### src/hcp_defs.svh
`ifndef HCP_DEFS_SVH
`define HCP_DEFS_SVH

// ----------------------------------------------------------------
// Register byte offsets.
// ----------------------------------------------------------------
`define HCP_A_VID_LO   8'h01
`define HCP_A_VID_HI   8'h02
`define HCP_A_PID_LO   8'h03
`define HCP_A_PID_HI   8'h04
`define HCP_A_DEVCFG   8'h05
`define HCP_A_CHGSUP   8'h06
`define HCP_A_REMOVE   8'h07
`define HCP_A_DEVCFG2  8'h0A
`define HCP_A_CHGCTL   8'hF2

// ----------------------------------------------------------------
// Field positions.
// ----------------------------------------------------------------
`define HCP_DEVCFG_PSW_N   3
`define HCP_DEVCFG_GANGED  4
`define HCP_DC2_AUTO_DIS_N 1
`define HCP_DC2_HICUR      4
`define HCP_DC2_POLARITY   5
`define HCP_CHGCTL_DLY_LO  1
`define HCP_CHGCTL_DLY_HI  3

// ----------------------------------------------------------------
// Reset values and field masks.
// ----------------------------------------------------------------
`define HCP_RST_BYTE       8'h00
`define HCP_OTP_MASK_ID    8'hFF
`define HCP_OTP_MASK_NONE  8'h00
`define HCP_OTP_MASK_RMV   8'h03
`define HCP_OTP_MASK_DC2   8'h12
`define HCP_OTP_MASK_CTL   8'h0E
`define HCP_STRAP_CAP_CNT  2'h2

`endif

### src/hcp_pkg.sv
package hcp_pkg;

	// Battery charging signalling mode of one downstream port.
	typedef enum logic [2:0] {
		HCP_MODE_NONE  = 3'b000,
		HCP_MODE_DIV5  = 3'b001,
		HCP_MODE_DIV10 = 3'b010,
		HCP_MODE_DCP   = 3'b011,
		HCP_MODE_CDP   = 3'b100
	} hcp_mode_t;

	// Byte-wide configuration register access.
	typedef struct packed {
		logic       wr;
		logic       rd;
		logic [7:0] addr;
		logic [7:0] wdata;
	} hcp_reg_req_t;

	// Field write coming from the one-time-programmable memory loader.
	typedef struct packed {
		logic       valid;
		logic [7:0] addr;
		logic [7:0] data;
	} hcp_otp_wr_t;

	// Strap pin levels, sampled when global reset is released.
	typedef struct packed {
		logic       psw_n;
		logic       ganged;
		logic       polarity;
		logic       bus_mode_n;
		logic [1:0] charge;
	} hcp_strap_t;

endpackage : hcp_pkg

### src/hcp_charge_port.sv
module hcp_charge_port (
	input  wire logic              i_clk,        // Hub clock.
	input  wire logic              i_rstn,       // Asynchronous reset, active low.
	input  wire logic              i_charge_en,  // Charging enabled for this port.
	input  wire logic              i_auto_dis_n, // High disables automatic selection.
	input  wire logic              i_vbus_hi,    // Synchronised VBUS above 4 V.
	input  wire logic              i_hicur,      // High-current divider setting.
	input  wire logic              i_div_pref,   // Attached device wants divider.
	output hcp_pkg::hcp_mode_t     o_mode,       // Selected charging mode.
	output logic                   o_dpdm_drive  // Data lines carry charger signalling.
);

	hcp_pkg::hcp_mode_t mode_r;
	hcp_pkg::hcp_mode_t mode_nxt;
	hcp_pkg::hcp_mode_t div_mode;

	// Divider advertises 10 W when high current is set, else 5 W.
	assign div_mode = i_hicur ? hcp_pkg::HCP_MODE_DIV10  // [RULE_08]
	                          : hcp_pkg::HCP_MODE_DIV5;  // [RULE_07]

	// Mode selection; automatic mode never yields the charging downstream mode.
	assign mode_nxt = !i_charge_en  ? hcp_pkg::HCP_MODE_NONE :
	                  !i_auto_dis_n ? (i_div_pref ? div_mode : hcp_pkg::HCP_MODE_DCP) :
	                  i_vbus_hi     ? hcp_pkg::HCP_MODE_CDP : hcp_pkg::HCP_MODE_DCP;

	// Mode and drive flags are registered.
	always_ff @(posedge i_clk or negedge i_rstn) begin
		if (!i_rstn) begin
			mode_r       <= hcp_pkg::HCP_MODE_NONE;
			o_dpdm_drive <= 1'b0;
		end else begin
			mode_r       <= mode_nxt;
			o_dpdm_drive <= (mode_nxt != hcp_pkg::HCP_MODE_NONE);
		end
	end

	assign o_mode = mode_r;

endmodule : hcp_charge_port

### src/hcp_config.sv
// What this block does
// (RULE_01) No SuperSpeed downstream without upstream SuperSpeed.
// (RULE_02) Full/low-speed upstream also disables downstream high-speed.
// (RULE_03) One charge enable bit per port.
// (RULE_04) Mode from enable, auto-select and VBUS level.
// (RULE_05) Automatic selection active after reset.
// (RULE_06) Automatic mode picks divider or dedicated charging.
// (RULE_07) Divider advertises 5 W by default.
// (RULE_08) High-current bit makes divider advertise 10 W.
// (RULE_09) Automatic mode never selects charging downstream port.
// (RULE_10) Charge straps also enable port charging.
// (RULE_11) Active-low switching bit plus ganged select bit.
// (RULE_12) Ganged strap also selects ganged control.
// (RULE_13) Power enables follow the polarity bit.
// (RULE_14) Polarity strap also sets output polarity.
// (RULE_15) Programmable memory reaches only listed fields.
// (RULE_16) Programmed removable values are stored inverted.
// (RULE_17) Memory programmed by host vendor requests.
// (RULE_18) Straps sampled when global reset releases.
// (RULE_19) Disabled port drives no charger signalling.
`include "hcp_defs.svh"

module hcp_config (
	input  wire logic                 i_clk,          // Hub clock, 250 MHz.
	input  wire logic                 i_rstn,         // Global reset, active low.
	input  wire hcp_pkg::hcp_reg_req_t i_reg,         // Register access request.
	output logic [7:0]                o_reg_rdata,    // Read data, registered.
	input  wire hcp_pkg::hcp_otp_wr_t i_otp,          // Programmable memory field write.
	input  wire hcp_pkg::hcp_strap_t  i_straps,       // Strap pins.
	input  wire logic                 i_up_ss_cap,    // Upstream link runs SuperSpeed.
	input  wire logic                 i_up_hs_cap,    // Upstream link runs high-speed.
	input  wire logic [1:0]           i_port_pwr_req, // Per-port power request.
	input  wire logic [1:0]           i_vbus_hi,      // VBUS above 4 V pins.
	input  wire logic [1:0]           i_div_pref,     // Device wants divider signalling.
	output logic                      o_ds_ss_en,     // Downstream SuperSpeed allowed.
	output logic                      o_ds_hs_en,     // Downstream high-speed allowed.
	output logic [1:0]                o_pwr_en,       // Port power enable outputs.
	output hcp_pkg::hcp_mode_t        o_chg_mode [2], // Charging mode per port.
	output logic [1:0]                o_dpdm_drive,   // Charger signalling active.
	output logic [1:0]                o_removable,    // Port removable flags.
	output logic [2:0]                o_pwr_on_dly,   // Power switch power-on delay.
	output logic                      o_bus_mode_n,   // Sampled bus mode strap.
	output logic [15:0]               o_vid,          // Vendor identifier.
	output logic [15:0]               o_pid           // Product identifier.
);

	// ----------------------------------------------------------------
	// Register slots.
	// ----------------------------------------------------------------
	localparam int NREG = 9;
	localparam int SL_DEV = 4;
	localparam int SL_CHG = 5;
	localparam int SL_RMV = 6;
	localparam int SL_DC2 = 7;
	localparam int SL_CTL = 8;
	localparam logic [7:0] ADDR [NREG] = '{`HCP_A_VID_LO, `HCP_A_VID_HI, `HCP_A_PID_LO,
		`HCP_A_PID_HI, `HCP_A_DEVCFG, `HCP_A_CHGSUP, `HCP_A_REMOVE, `HCP_A_DEVCFG2,
		`HCP_A_CHGCTL};
	localparam logic [7:0] OMASK [NREG] = '{`HCP_OTP_MASK_ID, `HCP_OTP_MASK_ID,
		`HCP_OTP_MASK_ID, `HCP_OTP_MASK_ID, `HCP_OTP_MASK_NONE, `HCP_OTP_MASK_NONE,
		`HCP_OTP_MASK_RMV, `HCP_OTP_MASK_DC2, `HCP_OTP_MASK_CTL};

	logic [7:0]         regs_r [NREG];
	logic [7:0]         regs_nxt [NREG];
	logic [7:0]         strap_img [NREG];
	logic [7:0]         strap_msk [NREG];
	logic [7:0]         rd_chain [NREG+1];
	logic [NREG-1:0]    host_hit;
	logic [NREG-1:0]    otp_hit;
	logic [NREG-1:0]    slot_hit;
	hcp_pkg::hcp_strap_t strap_s1_r;
	hcp_pkg::hcp_strap_t strap_s2_r;
	logic [1:0]         cap_cnt_r;
	logic               cap_done_r;
	logic               cap_now;
	logic               bus_mode_n_r;

	// ----------------------------------------------------------------
	// Strap synchroniser and capture after reset release.
	// ----------------------------------------------------------------

	// Straps pass two flops; the capture waits until the second has filled.
	always_ff @(posedge i_clk or negedge i_rstn) begin
		if (!i_rstn) begin
			strap_s1_r <= '0;
			strap_s2_r <= '0;
			cap_cnt_r  <= 2'h0;
			cap_done_r <= 1'b0;
		end else begin
			strap_s1_r <= i_straps;
			strap_s2_r <= strap_s1_r;
			if (!cap_done_r) begin
				cap_cnt_r <= cap_cnt_r + 2'h1;
			end
			if (cap_now) begin
				cap_done_r <= 1'b1;
			end
		end
	end

	assign cap_now = !cap_done_r && (cap_cnt_r == `HCP_STRAP_CAP_CNT); // [RULE_18]

	// Bus mode strap value is held from the capture on.
	always_ff @(posedge i_clk or negedge i_rstn) begin
		if (!i_rstn) begin
			bus_mode_n_r <= 1'b1;
		end else if (cap_now) begin
			bus_mode_n_r <= strap_s2_r.bus_mode_n; // [RULE_18]
		end
	end

	// ----------------------------------------------------------------
	// Register file.
	// ----------------------------------------------------------------

	// Strap images load the fields that straps control at capture time.
	assign strap_img[SL_DEV] = 8'((strap_s2_r.psw_n << `HCP_DEVCFG_PSW_N)
		| (strap_s2_r.ganged << `HCP_DEVCFG_GANGED));            // [RULE_12]
	assign strap_img[SL_CHG] = {6'h00, strap_s2_r.charge};          // [RULE_10]
	assign strap_img[SL_DC2] = 8'(strap_s2_r.polarity << `HCP_DC2_POLARITY); // [RULE_14]
	assign strap_msk[SL_DEV] = 8'((1 << `HCP_DEVCFG_PSW_N) | (1 << `HCP_DEVCFG_GANGED));
	assign strap_msk[SL_CHG] = 8'h03;
	assign strap_msk[SL_DC2] = 8'(1 << `HCP_DC2_POLARITY);

	genvar k;
	generate
		for (k = 0; k < NREG; k++) begin : g_reg
			logic [7:0] otp_val;
			if (k != SL_DEV && k != SL_CHG && k != SL_DC2) begin : g_nostrap
				assign strap_img[k] = 8'h00;
				assign strap_msk[k] = 8'h00;
			end
			// Removable bits from programmable memory are stored inverted.
			if (k == SL_RMV) begin : g_inv
				assign otp_val = i_otp.data ^ 8'h03; // [RULE_16]
			end else begin : g_plain
				assign otp_val = i_otp.data;
			end
			assign slot_hit[k] = (i_reg.addr == ADDR[k]);
			assign host_hit[k] = i_reg.wr && slot_hit[k] && cap_done_r;
			assign otp_hit[k]  = i_otp.valid && (i_otp.addr == ADDR[k]); // [RULE_17]
			// Memory writes reach only the masked fields of each slot.
			assign regs_nxt[k] = cap_now     ? (regs_r[k] & ~strap_msk[k]) | strap_img[k] :
			                     host_hit[k] ? i_reg.wdata :
			                     otp_hit[k]  ? (regs_r[k] & ~OMASK[k]) | (otp_val & OMASK[k]) :
			                     regs_r[k];                                    // [RULE_15]
			assign rd_chain[k+1] = rd_chain[k] | (slot_hit[k] ? regs_r[k] : 8'h00);

			// Register holds its default until written or loaded from straps; auto-select bit resets low.
			always_ff @(posedge i_clk or negedge i_rstn) begin
				if (!i_rstn) begin
					regs_r[k] <= `HCP_RST_BYTE; // [RULE_05]
				end else begin
					regs_r[k] <= regs_nxt[k];
				end
			end
		end
	endgenerate

	assign rd_chain[0] = 8'h00;

	// Read data is captured on a read strobe; unmapped offsets read zero.
	always_ff @(posedge i_clk or negedge i_rstn) begin
		if (!i_rstn) begin
			o_reg_rdata <= 8'h00;
		end else if (i_reg.rd) begin
			o_reg_rdata <= rd_chain[NREG];
		end
	end

	// ----------------------------------------------------------------
	// Field decode.
	// ----------------------------------------------------------------
	logic       psw_n;
	logic       ganged;
	logic       polarity;
	logic       auto_dis_n;
	logic       hicur;
	logic [1:0] chg_en;
	logic [1:0] pwr_on;

	assign psw_n      = regs_r[SL_DEV][`HCP_DEVCFG_PSW_N];   // [RULE_11]
	assign ganged     = regs_r[SL_DEV][`HCP_DEVCFG_GANGED];  // [RULE_11]
	assign polarity   = regs_r[SL_DC2][`HCP_DC2_POLARITY];
	assign auto_dis_n = regs_r[SL_DC2][`HCP_DC2_AUTO_DIS_N];
	assign hicur      = regs_r[SL_DC2][`HCP_DC2_HICUR];
	assign chg_en     = regs_r[SL_CHG][1:0];                  // [RULE_03]

	assign o_vid        = {regs_r[1], regs_r[0]};
	assign o_pid        = {regs_r[3], regs_r[2]};
	assign o_removable  = regs_r[SL_RMV][1:0];
	assign o_pwr_on_dly = regs_r[SL_CTL][`HCP_CHGCTL_DLY_HI:`HCP_CHGCTL_DLY_LO];
	assign o_bus_mode_n = bus_mode_n_r;

	// ----------------------------------------------------------------
	// Speed gating and port power.
	// ----------------------------------------------------------------

	// Switching off means always powered; ganged joins all requests.
	assign pwr_on = !cap_done_r ? 2'b00 :
	                psw_n       ? 2'b11 :
	                ganged      ? {2{|i_port_pwr_req}} : i_port_pwr_req; // [RULE_11]

	// Speed enables follow upstream capability; power outputs follow polarity.
	always_ff @(posedge i_clk or negedge i_rstn) begin
		if (!i_rstn) begin
			o_ds_ss_en <= 1'b0;
			o_ds_hs_en <= 1'b0;
			o_pwr_en   <= 2'b00;
		end else begin
			o_ds_ss_en <= i_up_ss_cap && i_up_hs_cap;      // [RULE_01]
			o_ds_hs_en <= i_up_hs_cap;                     // [RULE_02]
			o_pwr_en   <= polarity ? pwr_on : ~pwr_on;    // [RULE_13]
		end
	end

	// ----------------------------------------------------------------
	// Per-port charging.
	// ----------------------------------------------------------------
	logic [1:0] vbus_s1_r;
	logic [1:0] vbus_s2_r;

	// VBUS comparator pins pass two flops.
	always_ff @(posedge i_clk or negedge i_rstn) begin
		if (!i_rstn) begin
			vbus_s1_r <= 2'b00;
			vbus_s2_r <= 2'b00;
		end else begin
			vbus_s1_r <= i_vbus_hi;
			vbus_s2_r <= vbus_s1_r;
		end
	end

	genvar p;
	generate
		for (p = 0; p < 2; p++) begin : g_port
			// Each port selects divider, dedicated or downstream charging.
			hcp_charge_port u_port (
				.i_clk       (i_clk),
				.i_rstn      (i_rstn),
				.i_charge_en (chg_en[p]),     // [RULE_19]
				.i_auto_dis_n(auto_dis_n),    // [RULE_04]
				.i_vbus_hi   (vbus_s2_r[p]),
				.i_hicur     (hicur),         // [RULE_08]
				.i_div_pref  (i_div_pref[p]), // [RULE_06]
				.o_mode      (o_chg_mode[p]),
				.o_dpdm_drive(o_dpdm_drive[p])
			);

		end
	endgenerate
endmodule : hcp_config

### config.mk
export PLATFORM = sky130hd
export DESIGN_NAME = hcp_config
export DESIGN_NICKNAME = d
export VERILOG_FILES = /design/src/hcp_pkg.sv /design/src/hcp_charge_port.sv /design/src/hcp_config.sv
export VERILOG_INCLUDE_DIRS = /design/src
export SDC_FILE = /design/constraint.sdc
export NUM_CORES = 1
export LEC_CHECK = 0
export ABC_AREA = 1
export BUFFER_PORTS_ARGS = -buffer_cell sky130_fd_sc_hd__buf_2
export CORE_ASPECT_RATIO = 1.5
export CORE_MARGIN = 10
export CORE_UTILIZATION = 56
export DETAILED_ROUTE_END_ITERATION = 10
export PLACE_DENSITY = 0.8
export SLEW_MARGIN = 20
export SYNTH_ARGS = -nofsm -noshare
export SYNTH_HDL_FRONTEND = slang
export SYNTH_HIERARCHICAL = 1
export SYNTH_SLANG_ARGS = --single-unit
### constraint.sdc
create_clock -name i_clk -period 1.8 [get_ports i_clk]
set_input_delay 0.18 -clock i_clk [delete_from_list [all_inputs] [get_ports i_clk]]
set_output_delay 0.18 -clock i_clk [all_outputs]
set_load 0.005 [all_outputs]
==> out/results.txt <==
Cell Pwr Density - 821 nW/um2
Total overflow reported by the global router - 0
Data required, critical path - 2050 ps
Setup crit end kind - register
Main combinational cell family by area after synthesis - simple AND/OR/NAND/NOR gates
Routed vias/inst - 5.46
Register-to-Register Path Depth - 8
GRT Total Usage - 24.3%
Die extent in y - 145 um
Max Cap Violations - 0
Buf/Inv on CP - 2
Worst vdd rail ir drop - 686 uV
Switch Pwr - 1.57 mW
Result of the run - complete, no violations
Critical path peak fanout - 9
Synthesized instance count - 771
Number of placed I/O pins - 109
Slew at the pin with the worst max-slew slack - 488 ps
Horizontal die dimension - 103 um
Per-cell routed wire length - 17.8 um
Post-Synth Adder-Cell Area - 0.215%
Insertion delay to the later sink of the worst-skew pair - 350 ps
Starting utilization of the core area - 57.3%
Fraction of synthesized area in multiplexers - 0%
Worst min-delay path class - in2reg
Switching fraction of total power - 28.4%
Largest clock skew in the final design - 7.21 ps
Power, Total - 5.54 mW
Number of warnings reported in the yosys synthesis log - 6
Number of search-and-repair iterations in the first detailed-routing pass - 5
Time the final worst path needs with I/O delays and setup - 1660 ps
Number of distinct library cell variants in the gate-level netlist after synthesis - 30
Global-route wire length before repair - 27600 um
Final HPWL from detailed placement - 13500 um
CP Data Arrival Time - 1900 ps
Stages on worst setup path - 8
Routability congestion estimate from global placement - 0.994
# clock sinks - 112
Avg Inst Size Synth - 7.53 um2
Die area - 14900 um2
Worst setup slack after layout - 141 ps
Hold Vio Cnt, Final - 0
Final net count - 917
Pre-CTS setup slack - 48.4 ps
Combinational share of power - 12.7%
Number of H-tree levels - 3
Final WL - 17600 um
Number of antenna violations at the first check in global routing - 0
TritonCTS clock tree - done
Detail Route Antenna Nets - 0
Kind of critical path - reg2reg
Library cell appearing most often on the critical path - sky130_fd_sc_hd__nand2_1
Fmax achieved - 603 MHz
Leakage power total - 3.73 nW
Cell at the root of the clock tree - sky130_fd_sc_hd__clkbuf_16
Area used by multi-input combinational logic - 2340 um2
Sequential area share after synthesis - 48.3%
Flip-flop and latch count after synthesis - 112
Proportion of power drawn by the clock network - 35.6%
Post-synthesis share of cell area spent on and, or, nand and nor gates - 30.9%
Final period util - 92.2%
Number of buffers inserted during clock tree synthesis - 9
Area inside the core boundary - 10100 um2
Max Slew Vio Count - 0
Share of the synthesized area in compound gates (AO/OA/AOI/OAI) - 8.57%
Final setup fails - 0
Via count - 5391
Area added between synthesis and finish - 16.1%
Maximum count of clock buffers along a single path - 2
Cell count after placement - 960
Proportion of layout cells with a drive suffix above 1 - 20.6%
Xor-xnor portion of the synthesized cell area - 0.452%
Largest incremental delay on the critical path - 460 ps
Number of antenna cells inserted - 0
TNS Setup - 0 ps
DRT iter0 DRCs - 375
Number of cell rows - 45
Buffers added on ports - 108
Startpoint type of the worst setup path - register
Reg area - 2810 um2
Cell with the largest stage delay on the worst path - sky130_fd_sc_hd__dfrtp_2
Headroom to the max-slew limit - 67.4%
Internal power - 3.97 mW
Via count of the first global-routing pass - 5334
Number of instances on the worst hold path - 3
Synthesized netlist net count - 823
Maximum number of pins on one net before global-route repair - 47
Cell type group with the largest total delay on the critical path - simple AND/OR/NAND/NOR gates
CTS clock-pin slew for the worst setup and hold paths - 80 ps
Cell-by-cell trace of the critical path - nand2_1 > clkinv_2 > nand3_2 > nand2_1 > nand2_2 > inv_2 > nand2_1 > nand2_1
Final cell count without fillers - 987
Part of the total power dissipated in sequential elements - 51.7%
Post-route worst hold slack - 12.9 ps
Mapped cell area - 5810 um2
RSZ-0062 raised after global routing - yes
Number of filler cells placed in the layout - 852
Number of remaining DRC errors - 0
cell usage after synthesis (all sizes together):
| cell | number | area, um2 |
|---|---|---|
| dfstp | 1 | 26.3 |
| a21oi | 9 | 60.1 |
| nand3b | 2 | 15.0 |
| xnor2 | 1 | 8.76 |
| nor2 | 77 | 327 |
| o21ai | 83 | 415 |
| nand2 | 254 | 961 |
| buf | 43 | 313 |
| xor2 | 2 | 17.5 |
| o211ai | 3 | 22.5 |
| dfrtp | 111 | 2780 |
| inv | 81 | 304 |
| nor3 | 5 | 30.0 |
| nand3 | 75 | 413 |
| ha | 1 | 12.5 |
| and3 | 1 | 6.26 |
| clkbuf | 14 | 52.6 |
| clkinv | 1 | 3.75 |
| or2 | 7 | 43.8 |
power by group through the flow:
stage	logic, mW	clock network, mW	registers (mW)
3_5_place_dp	0.690	0	2.91
3_3_place_gp	0.677	0	2.90
5_1_grt	0.797	2.10	2.88
4_1_cts	0.711	1.99	2.86
6_report	0.705	1.97	2.86
2_1_floorplan	0.431	0	2.86
path summary, 6_finish.rpt:
path	from	end	slack (ps)
max	cap_done_r$_DFFE_PN0P_	o_pid[3]$_DFFE_PN0P_	140
min	i_up_ss_cap	o_ds_ss_en$_DFF_PN0_	10
max reg2reg	cap_done_r$_DFFE_PN0P_	o_pid[3]$_DFFE_PN0P_	140
min reg2reg	vbus_s1_r[0]$_DFF_PN0_	vbus_s2_r[0]$_DFF_PN0_	360
max in group asynchronous	i_rstn	o_reg_rdata[1]$_DFFE_PN0P_	890
min in group asynchronous	i_rstn	o_pid[15]$_DFFE_PN0P_	300
tightest hold or removal path: cells and delay by family:
family	cells	cell delay, ps
buffers and inverters	2	110
and+or+nand+nor	1	40
repair_timing:
action	4_1_cts	5_1_grt
hold endpoints to repair	38	0
gates resized for setup	0	5
endpoints found under the setup margin	0	29
hold buffers	10	0
buffers inserted	0	1
registers in the layout, summed over array words and instances, names as in the netlist, 2 cells and up:
signal,cells
regs_r,28
o_pid,16
o_vid,16
o_reg_rdata,8
g_port.u_port/o_mode,6
strap_s1_r,6
o_pwr_on_dly,3
strap_img,3
strap_s2_r,3
cap_cnt_r,2
chg_en,2
g_port.u_port/o_dpdm_drive,2
o_pwr_en,2
o_removable,2
vbus_s1_r,2
vbus_s2_r,2
layout make-up:
class	count	share of cell area [%]
Clock buffer	10	3.39
Clock inverter	6	0.927
Inverter	82	4.64
Multi-Input combinational cell	520	34.8
Sequential cell	112	41.6
Tap cell	117	2.17
Timing Repair Buffer	140	12.5
placed cells by master, fill, tap and decap left out, drive strengths merged:
master,netlist,routed
nand3b,2,2
inv,81,82
and3,1,1
o211ai,3,3
nand3,75,75
or2,7,7
dfstp,1,1
dlygate4sd3,0,10
clkinv,1,5
clkbuf,14,10
nand2,254,254
nor3,5,5
xnor2,1,1
o21ai,83,83
clkinvlp,0,1
a21oi,9,9
xor2,2,2
nor2,77,77
ha,1,1
buf,43,130
dfrtp,111,111
logic make-up (layout without fill, tap and decap cells):
logic type / Yosys count / in the layout
buffers and inverters: 139 / 238
adder cells (fa/ha/maj): 1 / 1
AND/OR/NAND/NOR: 421 / 421
flip-flops: 112 / 112
XOR/XNOR: 3 / 3
AO/OA/AOI/OAI: 95 / 95
through the flow:
step / instance area (um2) / utilization (%)
2_1_floorplan: 5810 / -
3_3_place_gp: 6320 / 62.3
3_5_place_dp: 6320 / 62.3
4_1_cts: 6710 / 66.2
5_1_grt: 6750 / 66.6
6_report: 6750 / 66.6
per-layer routing:
layer  vias up  part of all wire [%]  track usage, %
met1      2556                    36            26.6
met5         -                     0               0
met3        39                   6.4            3.80
met4         0                   4.2            11.9
met2       228                    53            43.9
li1       2568                     -               -
(Power assumes the default switching activity.)
